[src/hw/hrs_regs.vh]
// Constants for the hot reset sequencer
`ifndef HRS_REGS_VH
`define HRS_REGS_VH
`define HRS_CLK_MHZ 40
`define HRS_TRAIN_LIMIT_US 20000
`define HRS_CFG_LIMIT_US 100000
`define HRS_TRAIN_CYCLES (`HRS_TRAIN_LIMIT_US * `HRS_CLK_MHZ)
`define HRS_CFG_CYCLES (`HRS_CFG_LIMIT_US * `HRS_CLK_MHZ)
`define HRS_ST_IDLE 3'h0
`define HRS_ST_CPL 3'h1
`define HRS_ST_RESET 3'h2
`define HRS_ST_QUASI 3'h3
`define HRS_ST_LOAD 3'h4
`define HRS_ST_HALT 3'h5
`define HRS_ST_RUN 3'h6
`define HRS_ERR_W 4
`define HRS_ERR_RST 4'h0
`endif

[src/hw/hrs_sequencer.v]
// Hot reset sequencer of the switch
`timescale 1ns/1ps
`include "hrs_regs.vh"
module hrs_sequencer #(
   parameter NPORTS = 3,
   parameter TRAIN_CYCLES = `HRS_TRAIN_CYCLES,
   parameter CFG_CYCLES = `HRS_CFG_CYCLES
) (
   // Clock, enable and reset
   input wire clk,
   input wire ce,
   input wire rst_n,
   // Triggers
   input wire ts1_hot_reset_rx,
   input wire dl_down,
   input wire hot_reset_request_bit,
   input wire secondary_bus_reset_bit,
   input wire link_down_hot_reset_disable,
   input wire cfg_write_done,
   // Configuration
   input wire eeprom_mode,
   input wire skip_eeprom_on_hot_reset,
   input wire halt_clear,
   // Downstream link state
   input wire [NPORTS-1:0] ds_link_up,
   // EEPROM loader
   input wire load_done,
   input wire load_error,
   input wire [`HRS_ERR_W-1:0] load_error_code,
   input wire [NPORTS-1:0] load_retrain_wr,
   // Sequencer outputs
   output reg [NPORTS-1:0] ds_send_hot_reset_ts1,
   output reg core_reset,
   output reg nonsticky_reset,
   output reg train_start,
   output reg quasi_reset,
   output reg cfg_retry_enable,
   output reg drop_other_tlp,
   output reg load_start,
   output reg load_abort,
   output reg [NPORTS-1:0] retrain_port,
   output reg reset_halt_bit,
   output reg load_complete,
   output reg [`HRS_ERR_W-1:0] smbus_error,
   output reg cpl_release,
   output reg train_late,
   output reg normal_run,
   output reg [2:0] state
);

   ////////////////////////////////////////////////////////////////////////////
   // The four trigger inputs ts1, dl_down, request and bus reset pass two flops first
   wire [3:0] trig_s;
   hrs_sync #(.WIDTH(4)) u_sync (
      .clk(clk),
      .ce(ce),
      .d({ts1_hot_reset_rx, dl_down, hot_reset_request_bit, secondary_bus_reset_bit}),
      .q(trig_s)
   );

   wire ts1_s = trig_s[3];
   wire dl_s = trig_s[2];
   wire req_s = trig_s[1];
   wire sbr_s = trig_s[0];

   ////////////////////////////////////////////////////////////////////////////
   // Trigger detection
   reg dl_prev;
   reg req_prev;
   reg sbr_prev;
   wire dl_edge = dl_s & ~dl_prev & ~link_down_hot_reset_disable;
   wire req_edge = req_s & ~req_prev;
   wire sbr_edge = sbr_s & ~sbr_prev;
   wire trig_edge = (ts1_s | dl_edge | sbr_edge);
   // Condition is still present while any synced trigger level stands, dl_down only while link_down_hot_reset_disable is low
   wire trig_active = ts1_s | (dl_s & ~link_down_hot_reset_disable) | sbr_s | req_s;

   reg [31:0] timer;
   reg [2:0] next_state;

   ////////////////////////////////////////////////////////////////////////////
   // Next state, decoded once so entry actions can see the change early
   always @* begin
      next_state = state;
      case (state)
         `HRS_ST_IDLE, `HRS_ST_RUN: begin
            if (req_edge) begin
               next_state = `HRS_ST_CPL;
            end else if (trig_edge) begin
               next_state = `HRS_ST_RESET;
            end
         end
         `HRS_ST_CPL: begin
            if (cfg_write_done) begin
               next_state = `HRS_ST_RESET;
            end
         end
         `HRS_ST_RESET: begin
            if (!trig_active) begin
               next_state = `HRS_ST_QUASI;
            end
         end
         `HRS_ST_QUASI: begin
            if (eeprom_mode && !skip_eeprom_on_hot_reset) begin
               next_state = `HRS_ST_LOAD;
            end else begin
               next_state = `HRS_ST_RUN;
            end
         end
         `HRS_ST_LOAD: begin
            if (load_error) begin
               next_state = `HRS_ST_HALT;
            end else if (load_done) begin
               next_state = `HRS_ST_RUN;
            end
         end
         `HRS_ST_HALT: begin
            if (halt_clear) begin
               next_state = `HRS_ST_RUN;
            end
         end
         default: begin
            next_state = `HRS_ST_IDLE;
         end
      endcase
   end

   // Entry into the reset step, so its outputs rise with the state
   wire enter_reset = (state != `HRS_ST_RESET) && (next_state == `HRS_ST_RESET);
   // Still inside the reset step on the next cycle
   wire hold_reset = (state == `HRS_ST_RESET) && trig_active;
   wire in_wait = (state == `HRS_ST_QUASI) || (state == `HRS_ST_LOAD);

   ////////////////////////////////////////////////////////////////////////////
   // Edge history of the synced dl_down, request and bus reset triggers
   always @(posedge clk) begin
      if (!rst_n) begin
         dl_prev <= 1'b0;
         req_prev <= 1'b0;
         sbr_prev <= 1'b0;
      end else if (ce) begin
         dl_prev <= dl_s;
         req_prev <= req_s;
         sbr_prev <= sbr_s;
      end
   end

   ////////////////////////////////////////////////////////////////////////////
   // Training watchdog; it only counts once the condition has cleared
   always @(posedge clk) begin
      if (!rst_n) begin
         timer <= 32'h00000000;
         train_late <= 1'b0;
      end else if (ce) begin
         if (enter_reset || hold_reset) begin
            timer <= 32'h00000000;
         end else if (in_wait) begin
            timer <= timer + 32'h00000001;
            if (timer >= (TRAIN_CYCLES - 1)) begin
               train_late <= 1'b1;
            end
         end
      end
   end

   ////////////////////////////////////////////////////////////////////////////
   // Per-port forwarding and retrain strobes
   genvar gi;
   generate
      for (gi = 0; gi < NPORTS; gi = gi + 1) begin : g_port
         always @(posedge clk) begin
            if (!rst_n) begin
               ds_send_hot_reset_ts1[gi] <= 1'b0;
               retrain_port[gi] <= 1'b0;
            end else if (ce) begin
               // A port whose link is down has nobody to forward to
               if (enter_reset || hold_reset) begin
                  ds_send_hot_reset_ts1[gi] <= ds_link_up[gi];
               end else begin
                  ds_send_hot_reset_ts1[gi] <= 1'b0;
               end
               retrain_port[gi] <= (state == `HRS_ST_LOAD) & load_retrain_wr[gi];
            end
         end
      end
   endgenerate

   ////////////////////////////////////////////////////////////////////////////
   // Sequencer
   always @(posedge clk) begin
      if (!rst_n) begin
         state <= `HRS_ST_IDLE;
         core_reset <= 1'b0;
         nonsticky_reset <= 1'b0;
         train_start <= 1'b0;
         quasi_reset <= 1'b0;
         cfg_retry_enable <= 1'b0;
         drop_other_tlp <= 1'b0;
         load_start <= 1'b0;
         load_abort <= 1'b0;
         reset_halt_bit <= 1'b0;
         load_complete <= 1'b0;
         smbus_error <= `HRS_ERR_RST;
         cpl_release <= 1'b0;
         normal_run <= 1'b1;
      end else if (ce) begin
         train_start <= 1'b0;
         load_start <= 1'b0;
         load_abort <= 1'b0;
         cpl_release <= 1'b0;
         nonsticky_reset <= 1'b0;
         // Entry actions land with the state change, not a cycle later
         if (enter_reset) begin
            core_reset <= 1'b1;
            nonsticky_reset <= 1'b1;
            normal_run <= 1'b0;
            load_complete <= 1'b0;
         end
         case (state)
            `HRS_ST_IDLE, `HRS_ST_RUN: begin
               if (req_edge) begin
                  // Completion must leave before the reset clears the stack
                  state <= `HRS_ST_CPL;
               end else if (trig_edge) begin
                  state <= `HRS_ST_RESET;
               end
            end
            `HRS_ST_CPL: begin
               if (cfg_write_done) begin
                  state <= `HRS_ST_RESET;
               end else begin
                  // Completion stands until the write is known to be answered
                  cpl_release <= 1'b1;
               end
            end
            `HRS_ST_RESET: begin
               normal_run <= 1'b0;
               core_reset <= 1'b1;
               nonsticky_reset <= 1'b1;
               load_complete <= 1'b0;
               if (!trig_active) begin
                  core_reset <= 1'b0;
                  train_start <= 1'b1;
                  quasi_reset <= 1'b1;
                  // Retry must already stand in the first quasi-reset cycle
                  cfg_retry_enable <= 1'b1;
                  drop_other_tlp <= 1'b1;
                  state <= `HRS_ST_QUASI;
               end
            end
            `HRS_ST_QUASI: begin
               cfg_retry_enable <= 1'b1;
               drop_other_tlp <= 1'b1;
               if (eeprom_mode && !skip_eeprom_on_hot_reset) begin
                  load_start <= 1'b1;
                  state <= `HRS_ST_LOAD;
               end else begin
                  state <= `HRS_ST_RUN;
                  quasi_reset <= 1'b0;
                  cfg_retry_enable <= 1'b0;
                  drop_other_tlp <= 1'b0;
                  normal_run <= 1'b1;
               end
            end
            `HRS_ST_LOAD: begin
               if (load_error) begin
                  load_abort <= 1'b1;
                  reset_halt_bit <= 1'b1;
                  smbus_error <= load_error_code;
                  load_complete <= 1'b1;
                  core_reset <= 1'b1;
                  state <= `HRS_ST_HALT;
               end else if (load_done) begin
                  load_complete <= 1'b1;
                  quasi_reset <= 1'b0;
                  cfg_retry_enable <= 1'b0;
                  drop_other_tlp <= 1'b0;
                  normal_run <= 1'b1;
                  state <= `HRS_ST_RUN;
               end
            end
            `HRS_ST_HALT: begin
               // Quasi-reset stays so config requests still see retry
               if (halt_clear) begin
                  reset_halt_bit <= 1'b0;
                  core_reset <= 1'b0;
                  quasi_reset <= 1'b0;
                  cfg_retry_enable <= 1'b0;
                  drop_other_tlp <= 1'b0;
                  normal_run <= 1'b1;
                  state <= `HRS_ST_RUN;
               end
            end
            default: begin
               state <= `HRS_ST_IDLE;
            end
         endcase
      end
   end

endmodule

[src/hw/hrs_sync.v]
// Two-flop synchroniser for a group of pin inputs
`timescale 1ns/1ps
module hrs_sync #(
   parameter WIDTH = 4
) (
   // Clock
   input wire clk,
   input wire ce,
   // Data
   input wire [WIDTH-1:0] d,
   output reg [WIDTH-1:0] q
);
   reg [WIDTH-1:0] meta;
   always @(posedge clk) begin
      if (ce) begin
         meta <= d;
         q <= meta;
      end
   end
endmodule

[config.mk]
export PLATFORM = sky130hd
export DESIGN_NAME = hrs_sequencer
export DESIGN_NICKNAME = d
export VERILOG_FILES = /design/src/hw/hrs_sequencer.v /design/src/hw/hrs_sync.v
export VERILOG_INCLUDE_DIRS = /design/src /design/src/hw
export SDC_FILE = /design/constraint.sdc
export NUM_CORES = 1
export LEC_CHECK = 0
export ABC_AREA = 1
export BUFFER_PORTS_ARGS = -buffer_cell sky130_fd_sc_hd__buf_2
export CAP_MARGIN = 20
export CORE_UTILIZATION = 52
export DETAILED_ROUTE_END_ITERATION = 16
export MAX_ROUTING_LAYER = met4
export PLACE_DENSITY = 0.76
export RECOVER_POWER = 50
export SLEW_MARGIN = 20
export SYNTH_ARGS = -nofsm -noshare
export SYNTH_HDL_FRONTEND = slang
export SYNTH_HIERARCHICAL = 1
export SYNTH_SLANG_ARGS = --single-unit
[constraint.sdc]
create_clock -name clk -period 1.5 [get_ports clk]
set_input_delay 0.375 -clock clk [delete_from_list [all_inputs] [get_ports clk]]
set_output_delay 0.375 -clock clk [all_outputs]
set_load 0.005 [all_outputs]
# Word-level counts from Yosys, hierarchy flattened
# Index checks and enable logic that the tools add are counted.
dict set report word_totals {
  regBits 68
  latch_bits 0
  mem_bits_rw 0
  romBits 0
  inputBits 24
  out_inout_bits 26
  elab_cells 125
  memories 0
}
dict set report classes {
  add_sub_neg 1
  mul 0
  div_mod_pow 0
  magnitude_cmp 1
  eq_ne 14
  n_shift 0
  n_mux 48
  bitwise 18
  n_reduce_logical 17
}
# op n
set op_table {}
lappend op_table {{$mux 32} 2}
lappend op_table {{$add 32x1->32 const B} 1}
lappend op_table {{$ge 32x20->1 const B} 1}
lappend op_table {{$mux 1} 31}
lappend op_table {{$mux 3} 7}
lappend op_table {{$pmux 3 s6} 1}
lappend op_table {{$ne 2x2->1 const B} 6}
lappend op_table {{$pmux 1 s4} 3}
lappend op_table {{$eq 3x2->1 const B} 3}
lappend op_table {{$eq 3x3->1 const B} 3}
lappend op_table {{$and 1x1->1} 8}
lappend op_table {{$reduce_and 4->1} 2}
lappend op_table {{$reduce_and 7->1} 1}
lappend op_table {{$reduce_and 6->1} 1}
lappend op_table {{$not 1->1} 5}
lappend op_table {{$or 1x1->1} 5}
lappend op_table {{$pmux 1 s2} 2}
lappend op_table {{$reduce_bool 2->1} 2}
lappend op_table {{$reduce_bool 4->1} 1}
lappend op_table {{$eq 3x1->1 const B} 1}
lappend op_table {{$logic_and 1x1->1} 3}
lappend op_table {{$logic_not 3->1} 1}
lappend op_table {{$ne 3x2->1 const B} 1}
lappend op_table {{$pmux 1 s3} 1}
lappend op_table {{other kinds (6)} 7}

# Longest topological paths before layout
dict set report logic_depth {
  word_depth 14
  mapped_depth 13
  mapped_depth_nobuf 13
}

# By module
# Netlist, hierarchy kept.
# module n_inst cells_per_inst area_each_um2 seq_area_each_um2
set by_module_without_submodules {}
lappend by_module_without_submodules {hrs_sequencer 1 536 3564.7 1201.2}
lappend by_module_without_submodules {hrs_sync 1 8 240.2 240.2}

# Worst setup path after synthesis
# No wires, ideal clock.
dict set report synth_timing {
  path_type {register to register}
  startpoint {register state[2]}
  endpoint {register timer[25]}
  setup_time_ps 69
  arrival_time_ps 1578
  required_ps 1431
  path_slack_ps -147
  path_stages_with_launch 12
  n_path_buf 1
  period_less_slack_ps 1647
  cell_sequence {dfxtp_1 inv_2 nand3_2 nor2_1 nor2_1 nand2_1 nor2_4 nand3_4 nand2_4 buf_8 nand3b_2 a21oi_2}
}
dict set report synth_via {
  elab_chain_cells 8
  elab_cells_between_ends 25
  classes_between {eq/ne (8); mux (9); reduce/logical (8)}
}
# element line
set synth_lines {}
lappend synth_lines {{from (decl)} hrs_sequencer.v:48} ;# output reg [2:0] state
lappend synth_lines {{from (signal assigned)} hrs_sequencer.v:192} ;# state <= `HRS_ST_IDLE;
lappend synth_lines {{from (signal assigned)} hrs_sequencer.v:223} ;# state <= `HRS_ST_CPL;
lappend synth_lines {{from (signal assigned)} hrs_sequencer.v:225} ;# state <= `HRS_ST_RESET;
lappend synth_lines {{$eq 3x3->1 (tied with other cells)} hrs_sequencer.v:85} ;# case (state)
lappend synth_lines {{$reduce_or 2->1 (tied with other cells)} hrs_sequencer.v:85}
lappend synth_lines {{$pmux 3 s6} --}
lappend synth_lines {{$eq 3x2->1 (no line)} --}
lappend synth_lines {{$logic_and 1x1->1} hrs_sequencer.v:129} ;# wire enter_reset = (state != `HRS_ST_RESET) && (next_state == `HRS_ST_RESET);
lappend synth_lines {{$logic_or 1x1->1} hrs_sequencer.v:155} ;# if (enter_reset || hold_reset) begin
lappend synth_lines {{$reduce_bool 2->1 (no line)} --}
lappend synth_lines {{$reduce_and 2->1 (no line)} --}
lappend synth_lines {{to (signal assigned)} hrs_sequencer.v:158} ;# timer <= timer + 32'h00000001;
lappend synth_lines {{to (decl)} hrs_sequencer.v:78} ;# reg [31:0] timer;
# Several ways; a longest one is shown, not always the timed one.
# A chain may end at the register's enable or synchronous reset.

# Final worst setup path
dict set report layout_timing {
  startpoint {register state[1]}
  endpoint {register timer[15]}
}
# The elaborated chain is that of the path after synthesis.

==> results.cfg <==
[cts]
h-tree-depth = 3
hold_buffers = 0
cts-root-buf = clkbuf_8
cts_tree = built
clk_path_buf_depth = 2
clk_pin_slew_ns = 0.08
clock_latency_ns = 0.36
cts_buffers = 9
cts_sinks = 68

[floorplan]
rows = 30
start_util_pct = 54.8
die-area_mm2 = 0.00766
die_w_um = 87.5
ioPinCount = 50
die_y_um = 87.5
core_area_mm2 = 0.00694

[sta]
setup_tns_ns = -12.15
worst_pin_slew_ns = 0.436
relSlewSlack_pct = 70.9
fin_skew_ns = 0.0139
finalHoldViolCount = 0
setup_viol = 42
max_freq_mhz = 529
rsz0062_at_grt = yes
fin_ws_ns = -0.391
period_share_pct = 126
period_minus_slack_ns = 1.89
slew_viol_final = 0

[power]
power.static_leakage_uw = 0.00242
fin_total_pwr_uw = 4770
power.density_mw_per_mm2 = 850
max-vdd-ir-drop_v = 0.00101

[layout]
stdcell_area_mm2 = 0.00561
syn2layout_area_growth_pct = 47.6
fin_util_pct = 80.8
finalNetCount = 727
antennaDiodeCount = 0
drive_gt1_share_pct = 40.0

[worst_setup_path]
arrival_ns = 2.18
worstPathMaxFanout = 9
critPathKind = reg2reg
crit_required_ns = 1.78
critPathLaunchType = flop
end_kind = flop

[place]
post_dp_cell_area_mm2 = 0.00482
dp_hpwl_um = 7930
pre_cts_ws_ns = -0.285
io_buffers = 49
routabilityCongestion = 0.968

[outcome]
outcome = complete, but fails checks
violations = setup timing

[routing]
wl_per_cell_um = 17.6
vias = 4757
vias_per_cell = 5.92
drt_iter0_drc = 641
wl_um = 14200
detail-route-antenna-nets = 0
drc_errors = 0
first_pass_iters = 6

[flow_run]
drv_cap = 0

[global_route]
grt_remaining_overflow = 0
grt_pass1_vias = 4144
track_usage_pct = 32.9
grt_pass1_wl_um = 18900
grt_start_max_net_pins = 33
antenna_found_initial = 0

[yosys]
yosysUniqueCellTypes = 33
synthCells = 544
synth_ff_type = dfxtp_1
syn_nets = 569
synth-seq-area-share_pct = 37.9
synth.area.top_cells = dfxtp_1, nand2_1, a21oi_1
synth_top_cell_by_area = dfxtp_1
synth_area_mm2 = 0.00380
synth_top_area_share_pct = 31.6
synth_edf_count = 8
ys_warn_count = 6
syn_avg_cell_area_um2 = 6.99
synthArstFlopShare_pct = 0
ys_ff_latch = 68

[min_path]
hold_class = in2reg
path summary, 6_finish.rpt:
path                   from              to  slack (ns)  cells past startpoint
min reg2reg  u_sync/meta[1]     u_sync/q[1]        0.42                      0
min                 dl_down  u_sync/meta[2]        0.18                      1
max                state[1]       timer[15]       -0.39                     11
max reg2reg        state[1]       timer[15]       -0.39                     11
logic make-up after synthesis:
logic type      after synthesis  synth area share (%)
xor+xnor                     23                  5.29
fa+ha+maj                     1                 0.329
buf+inv                      77                  8.68
flops                        68                  37.9
simple gates                293                  36.2
compound gates               82                  11.6
critical path: stages (launching register included):
cell and delay (ns):
dfxtp_4 0.46, inv_6 0.07, nand2_1 0.11, inv_2 0.05, nor2_1 0.15, nand2_2 0.09
nor2_4 0.15, nand3_4 0.16, nand2_8 0.15, clkbuf_16 0.19, nand3_2 0.07, a21oi_1 0.15
synthesized netlist by cell type (3+ instances only):
cell type / n
xor2_1: 16
edfxtp_1: 8
inv_2: 7
clkbuf_1: 9
o21ai_0: 19
nand3b_1: 9
nand3b_2: 5
nor2_1: 66
nand3_1: 43
buf_2: 3
nor3_1: 18
a21oi_2: 5
buf_4: 3
a21oi_1: 54
nand4_1: 5
nand3_2: 12
dfxtp_1: 60
xnor2_1: 7
nand2_1: 128
inv_1: 50
sequential cells by signal (all words and copies together), names as in the netlist, 3 cells and up:
| register | flops |
|---|---|
| ds_send_hot_reset_ts1 | 3 |
| state | 3 |
| timer | 32 |
| u_sync/meta | 4 |
| u_sync/q | 4 |
| smbus_error | 4 |
| retrain_port | 3 |
cells in the final DEF, fill, tap and decap left out, types with 5 or more instances in the layout:
| cell type | count |
|---|---|
| dfxtp_1 | 55 |
| nand2_2 | 12 |
| clkbuf_8 | 9 |
| nor2_1 | 54 |
| nor2_2 | 10 |
| a21oi_2 | 17 |
| xor2_1 | 16 |
| nand3b_1 | 9 |
| buf_2 | 49 |
| buf_6 | 8 |
| nand2_1 | 113 |
| xnor2_1 | 7 |
| inv_1 | 44 |
| o21ai_0 | 17 |
| a21oi_1 | 41 |
| nor3_1 | 11 |
| nand3_1 | 37 |
| inv_2 | 9 |
| buf_4 | 101 |
| edfxtp_1 | 8 |
| buf_12 | 5 |
| nand4_1 | 5 |
| nand3_2 | 15 |
| nor3_2 | 7 |
layout make-up:
class / count / area (µm²)
inverters: 58 / 239
flip-flops and latches: 68 / 1460
clock inverters: 5 / 57.6
repair buffers: 166 / 1270
clock buffers: 11 / 153
fillers: 416 / 1330
well taps: 96 / 120
multi-input cells: 399 / 2320
layer usage:
| metal | up-vias | wire length (µm) | GRT usage, % |
|---|---|---|---|
| li1 | 2090 | - | - |
| met3 | 104 | 1440 | 7.16 |
| met2 | 350 | 6590 | 52.3 |
| met4 | 0 | 671 | 11.3 |
| met5 | - | 0 | - |
| met1 | 2213 | 5470 | 41.5 |
through the flow:
stage               instances  hold WS, ns
floorplan                 544        0.400
global placement          761        0.403
detailed placement        761        0.407
CTS                       786        0.173
global route              803        0.165
finish                    803        0.180
power breakdown:
group,internal [µW],switching [µW],leakage [µW]
combinational,508,644,0.00175
sequential,1900,57.4,0.000568
clock,874,783,0.000105
total,3290,1480,0.00242
what timing repair did:
item | CTS | global route
gates cloned | 0 | 3
endpoints found under the setup margin | 40 | 43
pin swaps | 2 | 13
buffers inserted | 9 | 14
resized for setup | 33 | 62
Note: power is estimated with default switching activity, not from simulation.
